File: src/rdc_defs.vh
/*
 Constants for the right-channel de-emphasis and spatial attenuation
 coefficient bank: page number, register addresses, reset values.
 Assumes it is included once per file through its own guard.
*/
`ifndef RDC_DEFS_VH
`define RDC_DEFS_VH

`define RDC_PAGE              8'h01
`define RDC_BASE_ADDR         7'h2f
`define RDC_LAST_ADDR         7'h36
`define RDC_NUM0_HI_ADDR      7'h2f
`define RDC_NUM0_LO_ADDR      7'h30
`define RDC_NUM1_HI_ADDR      7'h31
`define RDC_NUM1_LO_ADDR      7'h32
`define RDC_DEN1_HI_ADDR      7'h33
`define RDC_DEN1_LO_ADDR      7'h34
`define RDC_ATTEN_HI_ADDR     7'h35
`define RDC_ATTEN_LO_ADDR     7'h36
`define RDC_NUM0_HI_RST       8'h39
`define RDC_NUM0_LO_RST       8'h55
`define RDC_NUM1_HI_RST       8'hf3
`define RDC_NUM1_LO_RST       8'h2d
`define RDC_DEN1_HI_RST       8'h53
`define RDC_DEN1_LO_RST       8'h7e
`define RDC_ATTEN_HI_RST      8'h7f
`define RDC_ATTEN_LO_RST      8'hff
`define RDC_REG_COUNT         8

`endif

File: src/right_deemph_3d_coeff_regs.v
/*
 Register bank holding the right-channel de-emphasis filter coefficients
 and the spatial (3-D) attenuation coefficient, eight bytes on page 1.
 Assumes the control-bus decoder on the same clock presents a page number,
 a 7-bit register address, a one-cycle write strobe and write data, and
 reads the byte on rd_data_o one cycle after it sets rd_en_i.
*/
`include "rdc_defs.vh"

module right_deemph_3d_coeff_regs (
	input  wire               clk_sys_i,
	input  wire               rst_i,
	input  wire        [7:0]  page_i,
	input  wire        [6:0]  addr_i,
	input  wire               wr_en_i,
	input  wire        [7:0]  wr_data_i,
	input  wire               rd_en_i,
	output wire        [7:0]  rd_data_o,
	output wire               rd_hit_o,
	output wire signed [15:0] numerator_tap_zero_o,
	output wire signed [15:0] numerator_tap_one_o,
	output wire signed [15:0] denominator_tap_one_o,
	output wire signed [15:0] spatial_atten_o
);
	// Slot numbers follow the address order, upper byte before lower byte
	localparam [2:0] SLOT_NUM0_HI  = 3'h0;
	localparam [2:0] SLOT_NUM0_LO  = 3'h1;
	localparam [2:0] SLOT_NUM1_HI  = 3'h2;
	localparam [2:0] SLOT_NUM1_LO  = 3'h3;
	localparam [2:0] SLOT_DEN1_HI  = 3'h4;
	localparam [2:0] SLOT_DEN1_LO  = 3'h5;
	localparam [2:0] SLOT_ATTEN_HI = 3'h6;
	localparam [2:0] SLOT_ATTEN_LO = 3'h7;

	reg  [7:0] rd_data_ff;
	reg        rd_hit_ff;
	reg  [7:0] nxt_rd_data;
	reg        nxt_rd_hit;
	reg        num0_hi_wr;
	reg        num0_lo_wr;
	reg        num1_hi_wr;
	reg        num1_lo_wr;
	reg        den1_hi_wr;
	reg        den1_lo_wr;
	reg        atten_hi_wr;
	reg        atten_lo_wr;
	wire       sel_ok;
	wire [2:0] sel_slot;
	wire       wr_take;
	wire       rd_take;
	wire [7:0] num0_hi_byte;
	wire [7:0] num0_lo_byte;
	wire [7:0] num1_hi_byte;
	wire [7:0] num1_lo_byte;
	wire [7:0] den1_hi_byte;
	wire [7:0] den1_lo_byte;
	wire [7:0] atten_hi_byte;
	wire [7:0] atten_lo_byte;

	// Address lies in this bank on the selected page
	function in_bank;
		input [7:0] page;
		input [6:0] addr;
		reg         page_ok;
		reg         low_ok;
		reg         high_ok;
		begin
			page_ok = (page == `RDC_PAGE);
			low_ok  = (addr >= `RDC_BASE_ADDR);
			high_ok = (addr <= `RDC_LAST_ADDR);
			in_bank = page_ok && low_ok && high_ok;
		end
	endfunction

	// Slot of an address; outside the bank the result is masked by in_bank,
	// so the default slot never reaches a register
	function [2:0] slot_of;
		input [6:0] addr;
		begin
			case (addr)
				`RDC_NUM0_HI_ADDR: begin
					slot_of = SLOT_NUM0_HI;
				end
				`RDC_NUM0_LO_ADDR: begin
					slot_of = SLOT_NUM0_LO;
				end
				`RDC_NUM1_HI_ADDR: begin
					slot_of = SLOT_NUM1_HI;
				end
				`RDC_NUM1_LO_ADDR: begin
					slot_of = SLOT_NUM1_LO;
				end
				`RDC_DEN1_HI_ADDR: begin
					slot_of = SLOT_DEN1_HI;
				end
				`RDC_DEN1_LO_ADDR: begin
					slot_of = SLOT_DEN1_LO;
				end
				`RDC_ATTEN_HI_ADDR: begin
					slot_of = SLOT_ATTEN_HI;
				end
				`RDC_ATTEN_LO_ADDR: begin
					slot_of = SLOT_ATTEN_LO;
				end
				default: begin
					slot_of = SLOT_NUM0_HI;
				end
			endcase
		end
	endfunction

	assign sel_ok   = in_bank(page_i, addr_i);
	assign sel_slot = slot_of(addr_i);
	assign wr_take  = wr_en_i && sel_ok;
	assign rd_take  = rd_en_i && sel_ok;

	// Each register sees its own strobe, and only for a hit on this bank
	always @* begin
		num0_hi_wr  = 1'b0;
		num0_lo_wr  = 1'b0;
		num1_hi_wr  = 1'b0;
		num1_lo_wr  = 1'b0;
		den1_hi_wr  = 1'b0;
		den1_lo_wr  = 1'b0;
		atten_hi_wr = 1'b0;
		atten_lo_wr = 1'b0;
		if (wr_take) begin
			case (sel_slot)
				SLOT_NUM0_HI: begin
					num0_hi_wr = 1'b1;
				end
				SLOT_NUM0_LO: begin
					num0_lo_wr = 1'b1;
				end
				SLOT_NUM1_HI: begin
					num1_hi_wr = 1'b1;
				end
				SLOT_NUM1_LO: begin
					num1_lo_wr = 1'b1;
				end
				SLOT_DEN1_HI: begin
					den1_hi_wr = 1'b1;
				end
				SLOT_DEN1_LO: begin
					den1_lo_wr = 1'b1;
				end
				SLOT_ATTEN_HI: begin
					atten_hi_wr = 1'b1;
				end
				SLOT_ATTEN_LO: begin
					atten_lo_wr = 1'b1;
				end
				default: begin
					num0_hi_wr = 1'b0;
				end
			endcase
		end
	end

	coeff_byte_reg #(
		.RESET_VALUE (`RDC_NUM0_HI_RST)
	) u_num0_hi (
		.clk_sys_i (clk_sys_i),
		.rst_i     (rst_i),
		.wr_en_i   (num0_hi_wr),
		.wr_data_i (wr_data_i),
		.value_o   (num0_hi_byte)
	);

	coeff_byte_reg #(
		.RESET_VALUE (`RDC_NUM0_LO_RST)
	) u_num0_lo (
		.clk_sys_i (clk_sys_i),
		.rst_i     (rst_i),
		.wr_en_i   (num0_lo_wr),
		.wr_data_i (wr_data_i),
		.value_o   (num0_lo_byte)
	);

	coeff_byte_reg #(
		.RESET_VALUE (`RDC_NUM1_HI_RST)
	) u_num1_hi (
		.clk_sys_i (clk_sys_i),
		.rst_i     (rst_i),
		.wr_en_i   (num1_hi_wr),
		.wr_data_i (wr_data_i),
		.value_o   (num1_hi_byte)
	);

	coeff_byte_reg #(
		.RESET_VALUE (`RDC_NUM1_LO_RST)
	) u_num1_lo (
		.clk_sys_i (clk_sys_i),
		.rst_i     (rst_i),
		.wr_en_i   (num1_lo_wr),
		.wr_data_i (wr_data_i),
		.value_o   (num1_lo_byte)
	);

	coeff_byte_reg #(
		.RESET_VALUE (`RDC_DEN1_HI_RST)
	) u_den1_hi (
		.clk_sys_i (clk_sys_i),
		.rst_i     (rst_i),
		.wr_en_i   (den1_hi_wr),
		.wr_data_i (wr_data_i),
		.value_o   (den1_hi_byte)
	);

	coeff_byte_reg #(
		.RESET_VALUE (`RDC_DEN1_LO_RST)
	) u_den1_lo (
		.clk_sys_i (clk_sys_i),
		.rst_i     (rst_i),
		.wr_en_i   (den1_lo_wr),
		.wr_data_i (wr_data_i),
		.value_o   (den1_lo_byte)
	);

	coeff_byte_reg #(
		.RESET_VALUE (`RDC_ATTEN_HI_RST)
	) u_atten_hi (
		.clk_sys_i (clk_sys_i),
		.rst_i     (rst_i),
		.wr_en_i   (atten_hi_wr),
		.wr_data_i (wr_data_i),
		.value_o   (atten_hi_byte)
	);

	coeff_byte_reg #(
		.RESET_VALUE (`RDC_ATTEN_LO_RST)
	) u_atten_lo (
		.clk_sys_i (clk_sys_i),
		.rst_i     (rst_i),
		.wr_en_i   (atten_lo_wr),
		.wr_data_i (wr_data_i),
		.value_o   (atten_lo_byte)
	);

	// Same-cycle write and read return the old byte, because the mux looks
	// at register outputs that change only at the edge taking the write
	always @* begin
		nxt_rd_hit  = rd_take;
		nxt_rd_data = 8'h00;
		if (rd_take) begin
			case (sel_slot)
				SLOT_NUM0_HI: begin
					nxt_rd_data = num0_hi_byte;
				end
				SLOT_NUM0_LO: begin
					nxt_rd_data = num0_lo_byte;
				end
				SLOT_NUM1_HI: begin
					nxt_rd_data = num1_hi_byte;
				end
				SLOT_NUM1_LO: begin
					nxt_rd_data = num1_lo_byte;
				end
				SLOT_DEN1_HI: begin
					nxt_rd_data = den1_hi_byte;
				end
				SLOT_DEN1_LO: begin
					nxt_rd_data = den1_lo_byte;
				end
				SLOT_ATTEN_HI: begin
					nxt_rd_data = atten_hi_byte;
				end
				SLOT_ATTEN_LO: begin
					nxt_rd_data = atten_lo_byte;
				end
				default: begin
					nxt_rd_data = 8'h00;
				end
			endcase
		end
	end

	// Registered read keeps the bus data glitch free; misses read zero
	always @(posedge clk_sys_i or posedge rst_i) begin
		if (rst_i) begin
			rd_data_ff <= 8'h00;
			rd_hit_ff  <= 1'b0;
		end else begin
			rd_data_ff <= nxt_rd_data;
			rd_hit_ff  <= nxt_rd_hit;
		end
	end

	assign rd_data_o = rd_data_ff;
	assign rd_hit_o  = rd_hit_ff;

	// Filter sees a write on the very next cycle
	coeff_word_join u_num0 (
		.hi_i   (num0_hi_byte),
		.lo_i   (num0_lo_byte),
		.word_o (numerator_tap_zero_o)
	);

	coeff_word_join u_num1 (
		.hi_i   (num1_hi_byte),
		.lo_i   (num1_lo_byte),
		.word_o (numerator_tap_one_o)
	);

	coeff_word_join u_den1 (
		.hi_i   (den1_hi_byte),
		.lo_i   (den1_lo_byte),
		.word_o (denominator_tap_one_o)
	);

	coeff_word_join u_atten (
		.hi_i   (atten_hi_byte),
		.lo_i   (atten_lo_byte),
		.word_o (spatial_atten_o)
	);
endmodule

File: src/coeff_byte_reg.v
/*
 One byte-wide software register with a fixed reset pattern.
 Assumes write strobe and data come from logic on the same clock.
*/
module coeff_byte_reg #(
	parameter [7:0] RESET_VALUE = 8'h00
) (
	input  wire       clk_sys_i,
	input  wire       rst_i,
	input  wire       wr_en_i,
	input  wire [7:0] wr_data_i,
	output wire [7:0] value_o
);
	reg [7:0] value_ff;

	always @(posedge clk_sys_i or posedge rst_i) begin
		if (rst_i) begin
			value_ff <= RESET_VALUE;
		end else if (wr_en_i) begin
			value_ff <= wr_data_i;
		end
	end

	assign value_o = value_ff;
endmodule

File: src/coeff_word_join.v
/*
 Joins an upper and lower byte into one signed 16-bit coefficient.
 Assumes both bytes come straight from coefficient registers.
*/
module coeff_word_join (
	input  wire               [7:0]  hi_i,
	input  wire               [7:0]  lo_i,
	output wire signed        [15:0] word_o
);
	// Upper byte carries the sign bit, giving -32768 to +32767
	assign word_o = {hi_i, lo_i};
endmodule

File: config.mk
export PLATFORM = sky130hd
export DESIGN_NAME = right_deemph_3d_coeff_regs
export DESIGN_NICKNAME = d
export VERILOG_FILES = /design/src/right_deemph_3d_coeff_regs.v /design/src/coeff_byte_reg.v /design/src/coeff_word_join.v
export VERILOG_INCLUDE_DIRS = /design/src
export SDC_FILE = /design/constraint.sdc
export NUM_CORES = 1
export LEC_CHECK = 0
export BUFFER_PORTS_ARGS = -buffer_cell sky130_fd_sc_hd__buf_2
export CAP_MARGIN = 20
export CORE_MARGIN = 2
export CORE_UTILIZATION = 55
export CTS_CLUSTER_DIAMETER = 60
export DETAILED_ROUTE_END_ITERATION = 7
export HOLD_SLACK_MARGIN = 0.06
export PLACE_DENSITY_LB_ADDON = 0.12
export RECOVER_POWER = 50
export SLEW_MARGIN = 30
export SYNTH_ARGS = -nofsm -noshare
export SYNTH_HDL_FRONTEND = slang
export SYNTH_SLANG_ARGS = --single-unit
File: constraint.sdc
create_clock -name clk_sys_i -period 5 [get_ports clk_sys_i]
set_clock_uncertainty 0.2 [all_clocks]
set_input_delay 1.5 -clock clk_sys_i [delete_from_list [all_inputs] [get_ports clk_sys_i]]
set_output_delay 1.5 -clock clk_sys_i [all_outputs]
set_load 0.05 [all_outputs]
==> metrics.md, run 1 <==
| Metric | Value |
|---|---|
| Post-synth cell types | `38` |
| Clock power frac | `41.1%` |
| PwrDens | `260.9 nW/um2` |
| CP max FO | `10` |
| Startpoint class of the critical path | `input port` |
| RSZ-0062 raised after global routing | `false` |
| DRT iter0 DRCs | `202` |
| Synth Area in Adders | `0%` |
| Synth-to-layout area growth | `18.70%` |
| Vias | `~2500` |
| Share of layout cells above drive strength 1 | `between 60 and 70%` |
| Max-slew violations | `0` |
| Syn. warnings | `0` |
| Worst setup EP type | `register` |
| Internal | `853.8 uW` |
| Largest family of logic cells by synthesized area | `multiplexers` |
| Fin crit share | `about 74%` |
| GPL Wtd Cong | `0.8391` |
| Htree depth | `3` |
| Synth Area in Compound Gates | `just under 7%` |
| Final Hold Fails | `0` |
| Final setup vio count | `0` |
| Fmax | `0.2705 GHz` |
| Pre-CTS setup slack | `997.0 ps` |
| First-pass GRT wire length | `14080 um` |
| Post-CTS setup buffers | `0` |
| Synth Area per Inst | `14.62 um2` |
| Number of antenna-violating nets in the routed design | `0` |
| Static leakage | `0.002017 uW` |
| Starting Density | `56.89%` |
| Worst Path Arrival | `about 3700 ps` |
| CP required | `5040 ps` |
| Post-synthesis xor/xnor area fraction | `0%` |
| Post-route setup TNS | `0 ps` |
| Min cycle time layout | `roughly 3700 ps` |
| # hold bufs at CTS | `0` |
| Peak VDD IR | `0.2385 mV` |
| Gate power share | `5.9%` |
| Die ar. | `7232 um2` |
| Detailed-route wire length | `9106 um` |
| Via density | `5.921` |
| Clk_lat worst skew | `350 ps` |
| CP Class | `in -> reg` |
| TritonCTS clock tree | `done` |
| N_diodes | `0` |
| Slack of the critical path | `1303 ps` |
| Mux contribution to synthesized area | `27.29%` |
| WL/cell | `~21 um` |
| Tot GR Track Use | `25.84%` |
| IO buf count | `approximately 100` |
| Min-delay worst type | `reg -> reg` |
| Clock root cell | `clkbuf_8` |
| Clock slew at reported path FFs | `70 ps` |
| Post-route DRC | `0` |
| Seq/Total Area, Yosys | `around 52%` |
| Synth Area in Simple Gates | `11.33%` |
| Filler instances | `492` |
| DIE HEIGHT | `85.04 um` |
| Grt total ovfl | `0` |
| Cells after Synth | `roughly 250` |
| CTS max path bufs | `2` |
| Max-Cap Viols | `0` |
| Post-CTS Resized | `0` |
| Hpwl dp | `slightly above 6000 um` |
| Floorplan row count | `29` |
| Slew margin rel. | `18.55%` |
| Flop and latch count out of synthesis | `73` |
| Core area | `6350 um2` |
| Net Sw Frac | `23.67%` |
| Synthesized net count | `274` |
| Net Switching | `around 260 uW` |
| Seq pwr share | `53.0%` |
| Layout Nets | `375` |
| Initial antenna violation count | `0` |
| Die width | `85.04 um` |
| Clock sink total | `73` |
| Synthesized area | `3612 um2` |
| Final Util | `between 60 and 70%` |
| Status | `complete, no violations` |
| CTS Buf Count | `9` |
| Worst-Margin Slew | `1220 ps` |
| Ports | `100` |
| Number of global-route vias before repair | `2469` |
| Largest net degree at the start of global routing | `43` |
| 1st-pass router iterations | `4` |
[cells by family after synthesis]
logic type | count (synthesis)
AO/OA/AOI/OAI | 31
buffers and inverters | 15
flip-flops | 73
multiplexers | 76
AND/OR/NAND/NOR | 52
[per-layer routing]
metal,vias up,global-route usage [%],wire [um]
met5,-,0,0
met4,0,8.658,86
met2,109,38.07,4222
li1,1138,-,-
met3,8,6.712,662
met1,1291,37.52,4134
[worst max-delay path, stage by stage]
cell and delay, ps:
buf_2 130, nand4bb_1 430, nor2_1 880, nor3_2 270
buf_4 250, mux2_2 270
[metrics by stage]
step           std cells  instance area, um2  total power [uW]  hold slack (ps)
6_report             430                4288              1119            346.1
3_3_place_gp         414                4146             667.9            323.3
4_1_cts              430                4335              1125            348.4
5_1_grt              430                4288              1152            357.7
2_1_floorplan        247                3612             639.7            527.4
3_5_place_dp         414                4146             668.9            323.9
[registers in the layout, indices dropped and copies added, names as in the netlist]
name / flops
rd_data_o: 8
rd_hit_o: 1
u_atten_hi.value_o: 8
u_atten_lo.value_o: 8
u_den1_hi.value_o: 8
u_den1_lo.value_o: 8
u_num0_hi.value_o: 8
u_num0_lo.value_o: 8
u_num1_hi.value_o: 8
u_num1_lo.value_o: 8
[Yosys cell counts (all sizes together)]
library cell | instances | area (um2)
a21oi | 1 | 5.000
a221o | 1 | 10.01
a22oi | 4 | 30.03
a31oi | 4 | 25.02
a32o | 1 | 10.01
and2b | 1 | 7.510
and3 | 1 | 6.260
and4bb | 2 | 25.02
buf | 9 | 65.06
clkbuf | 2 | 7.510
dfrtp | 30 | 750.7
dfstp | 43 | 1130
inv | 4 | 15.01
mux2 | 68 | 855.8
mux2i | 4 | 40.04
mux4 | 4 | 90.09
nand2 | 11 | 41.29
nand2b | 3 | 18.77
nand3 | 5 | 25.02
nand4 | 3 | 48.80
nand4bb | 1 | 11.26
nor2 | 10 | 37.54
nor2b | 4 | 25.02
nor3 | 2 | 20.02
nor4 | 4 | 85.08
nor4b | 1 | 23.77
o21ai | 5 | 25.02
o221a | 8 | 90.09
o221ai | 3 | 26.28
o22ai | 3 | 18.77
o32ai | 1 | 8.760
or3 | 1 | 11.26
or4 | 3 | 22.52
[power by group through the flow]
stage / logic (uW) / registers [uW] / clock network (uW)
after floorplan: 36.0 / 604 / 0
after global placement: 65.2 / 603 / 0
after detailed placement: 66.2 / 603 / 0
after CTS: 66.7 / 593 / 465
after global routing: 72.9 / 593 / 487
final: 65.8 / 593 / 460
[final timing paths]
path	to	cells after the start	slack (ps)	startpoint
worst min-delay path	u_num1_hi.value_o[3]	1	350	u_num1_hi.value_o[3]
worst min register to register	u_num1_hi.value_o[3]	1	350	u_num1_hi.value_o[3]
worst max register to register	rd_data_o[0]	4	3420	u_den1_lo.value_o[0]
max in group asynchronous	rd_data_o[6]	3	1720	rst_i
worst max-delay path	u_num0_hi.value_o[2]	6	1300	addr_i[3]
min in group asynchronous	u_num0_lo.value_o[3]	2	1270	rst_i
[cell type report]
class                           count  area, um2  share of cell area, %
Inverter                            4      15.01                 0.3502
Sequential cell                    73       1881                  43.86
Tap cell                           77      96.34                  2.247
Multi-Input combinational cell    159       1644                  38.34
Clock inverter                      3      40.04                 0.9338
Timing Repair Buffer              101      462.9                  10.80
Clock buffer                       13      148.9                  3.472
[cell usage in the layout (no fill, tap or decap), types with 2 or more instances in the layout]
master    count
clkbuf_8     10
buf_2        63
or4_1         3
nand2b_1      3
dfstp_2      43
o22ai_1       3
mux4_2        4
and4bb_2      2
nand3_1       5
mux2_2       44
nor4_4        4
dfrtp_1      30
nor2_1       10
o221a_2       8
o221ai_1      3
inv_1         4
mux2_4       24
a22oi_1       4
o21ai_0       5
nand2_1      11
a31oi_1       4
mux2i_1       4
clkbuf_1     39
nor3_2        2
nor2b_1       4
clkinv_2      2
nand4_4       2
Note: power is estimated with default switching activity, not from simulation.
==> run 2, diff against run 1 <==
--- a/config.mk
+++ b/config.mk
@@ -9,7 +9,7 @@
 export BUFFER_PORTS_ARGS = -buffer_cell sky130_fd_sc_hd__buf_2
 export CAP_MARGIN = 20
 export CORE_MARGIN = 2
-export CORE_UTILIZATION = 55
+export CORE_UTILIZATION = 52
 export CTS_CLUSTER_DIAMETER = 60
 export DETAILED_ROUTE_END_ITERATION = 7
 export HOLD_SLACK_MARGIN = 0.06
==> constraint.sdc (replaced) <==
create_clock -name clk_sys_i -period 3.8 [get_ports clk_sys_i]
set_clock_uncertainty 0.2 [all_clocks]
set_input_delay 1.14 -clock clk_sys_i [delete_from_list [all_inputs] [get_ports clk_sys_i]]
set_output_delay 1.14 -clock clk_sys_i [all_outputs]
set_load 0.05 [all_outputs]
==> run 2 against run 1 <==
  * Clock power grew 51%
  * Via count grew 1.7%
  * Die area grew 5.5%
  * Worst hold slack lost 3.2 ps
  * Critical path type unchanged
  * Highest routed layer unchanged
==> metrics.md, run 2 (synthesized netlist as in run 1, its figures left out) <==
| Metric | Value |
|---|---|
| Clock root cell | `clkbuf_8` |
| N_diodes | `0 (unchanged)` |
| Post-route setup TNS | `0 ps (unchanged)` |
| RSZ-0062 raised after global routing | `false` |
| # hold bufs at CTS | `0 (unchanged)` |
| IO buf count | `99 (unchanged)` |
| DIE HEIGHT | `87.35 um (+2.7%)` |
| Die width | `87.35 um (+2.7%)` |
| Post-route DRC | `0 (unchanged)` |
| Htree depth | `3 (unchanged)` |
| WL/cell | `20.48 um (-3.3%)` |
| Largest net degree at the start of global routing | `33 (-23%)` |
| Floorplan row count | `30 (+3.4%)` |
| Slowest stage delay, CP | `850 ps (-30 ps)` |
| Post-CTS Resized | `0 (unchanged)` |
| Slew margin rel. | `20.92% (+2.4 points)` |
| CTS max path bufs | `2 (unchanged)` |
| PwrDens | `350.6 nW/um2 (+34%)` |
| CP startpoint | `page_i[1]` |
| Crit-path cells | `buf_2 -> nor4b_4 -> nand4_4 -> or4_1 -> mux2_4` |
| Non-Filler Instances | `452 (+5.1%)` |
| CP max FO | `8 (-2)` |
| Starting Density | `53.46% (-3.4 points)` |
| Hpwl dp | `6584 um (+5.8%)` |
| Startpoint class of the critical path | `input port` |
| DP Area | `4293 um2 (+3.5%)` |
| Hold Crit Depth | `1 (unchanged)` |
| Peak VDD IR | `0.2472 mV (+3.7%)` |
| Pre-CTS setup slack | `339.3 ps (-657.8 ps)` |
| Grt total ovfl | `0 (unchanged)` |
| Detailed-route wire length | `9258 um (+1.7%)` |
| Min cycle time layout | `3109 ps` |
| Min-delay worst type | `reg -> reg` |
| Fmax | `0.3217 GHz` |
| Post-CTS setup buffers | `0 (unchanged)` |
| Die ar. | `7629 um2 (+5.5%)` |
| Max-slew violations | `0 (unchanged)` |
| CP Class | `in -> reg` |
| End of the worst register-to-register path | `rd_data_o[1]` |
| Clk_lat worst skew | `340 ps (about the same)` |
| RR Startpoint | `u_num0_lo.value_o[1]` |
| Layout Nets | `394 (+5.1%)` |
| Worst setup EP type | `register` |
| Reg2reg setup slack | `2240 ps (-1180 ps)` |
| Commonest cells after routing, fill and taps aside | `63 x buf_2, 44 x mux2_2, 43 x dfstp_2, 37 x clkbuf_1, 30 x dfrtp_1` |
| Number of global-route vias before repair | `2535 (+2.7%)` |
| Final setup vio count | `0 (unchanged)` |
| Synth-to-layout area growth | `23.83%` |
| CTS Buf Count | `9 (unchanged)` |
| Vias | `2590 (+1.7%)` |
| Ports | `100 (unchanged)` |
| Via density | `5.730 (-3.2%)` |
| CP required | `3830 ps (-1210 ps)` |
| Static leakage | `0.002126 uW (+5.4%)` |
| GPL Wtd Cong | `0.8180 (-2.5%)` |
| Initial antenna violation count | `0 (unchanged)` |
| Final Hold Fails | `0 (unchanged)` |
| Clock sink total | `73 (unchanged)` |
| Status | `complete, no violations` |
| Most common cell after layout, fill and taps aside | `buf_2` |
| Worst-Margin Slew | `1185 ps (-35.47 ps)` |
| First-pass GRT wire length | `13960 um (-0.84%)` |
| Core area | `6756 um2 (+6.4%)` |
| Hold Startpoint | `u_num1_lo.value_o[4]` |
| Max-Cap Viols | `0 (unchanged)` |
| Hold Path Sink | `u_num1_lo.value_o[4]` |
| Cells on worst reg2reg path | `4 (unchanged)` |
| Number of antenna-violating nets in the routed design | `0 (unchanged)` |
| Fin crit share | `81.81%` |
| CP max stage cell | `or4_1` |
| Clock slew at reported path FFs | `80 ps (about the same)` |
| Slack of the critical path | `691.2 ps (-611.4 ps)` |
| Worst Path Arrival | `3140 ps (-590 ps)` |
| DRT iter0 DRCs | `135 (-33%)` |
| 1st-pass router iterations | `5 (+1)` |
| Tot GR Track Use | `24.90% (-0.94 points)` |
| Share of layout cells above drive strength 1 | `62.90% (+2.6 points)` |
| Cell count after placement | `436 (+5.3%)` |
| Post-Layout Inst Area | `4473 um2 (+4.3%)` |
| TritonCTS clock tree | `done` |
-- run 2: changes by cell type in the layout (fill, tap and decap cells not counted) --
cell,delta
clkbuf_2,-1
clkinvlp_4,+1
buf_4,+19
bufinv_16,+1
clkbuf_8,+1
clkbuf_1,-2
-- run 2: worst max-delay path by stage --
stage / endpoint / cells after the start / slack [ps]
2_1_floorplan: rd_data_o[0] / 1 / 680
3_3_place_gp: u_num1_lo.value_o[6] / 5 / 350
3_5_place_dp: u_num1_lo.value_o[1] / 5 / 340
4_1_cts: u_num1_lo.value_o[1] / 5 / 720
5_1_grt: u_num1_lo.value_o[6] / 5 / 650
6_report: u_num1_lo.value_o[6] / 5 / 690
-- run 2: worst max-delay path: cells and delay by family --
kind,cells,cell delay [ps]
mux,1,410
simple gates,3,1470
buf+inv,1,110
-- run 2: per-layer routing --
metal / GRT usage (%) / wire length (um) / vias to the layer above / part of all wire [%]
met3: 5.213 / 543 / 11 / 5.9
met1: 36.05 / 4239 / 1298 / 46
li1: - / - / 1178 / -
met4: 9.790 / 134 / 0 / 1.4
met2: 36.57 / 4340 / 103 / 47
met5: 0 / 0 / - / 0
-- run 2: area by class of cell --
class	instances	area, um2
Tap cell	80	100.1
Clock inverter	5	77.57
Multi-Input combinational cell	159	1644
Inverter	4	15.01
Timing Repair Buffer	120	604.3
Clock buffer	11	151.4
Fill cell	537	2283
Sequential cell	73	1881
-- run 2: report_power, final --
group	leakage [uW]	internal, uW	switching [uW]
combinational	0.00115	29.5	65.6
clock	0.000115	403	290
sequential	0.000863	779	0.378
-- run 2: stage by stage --
step	hold slack [ps]	utilization, %	power, uW
2_1_floorplan	527.4	-	841.7
3_3_place_gp	317.5	63.54	887.9
3_5_place_dp	315.5	63.54	889.1
4_1_cts	336.0	66.93	1582
5_1_grt	356.2	66.20	1616
6_report	342.8	66.20	1568
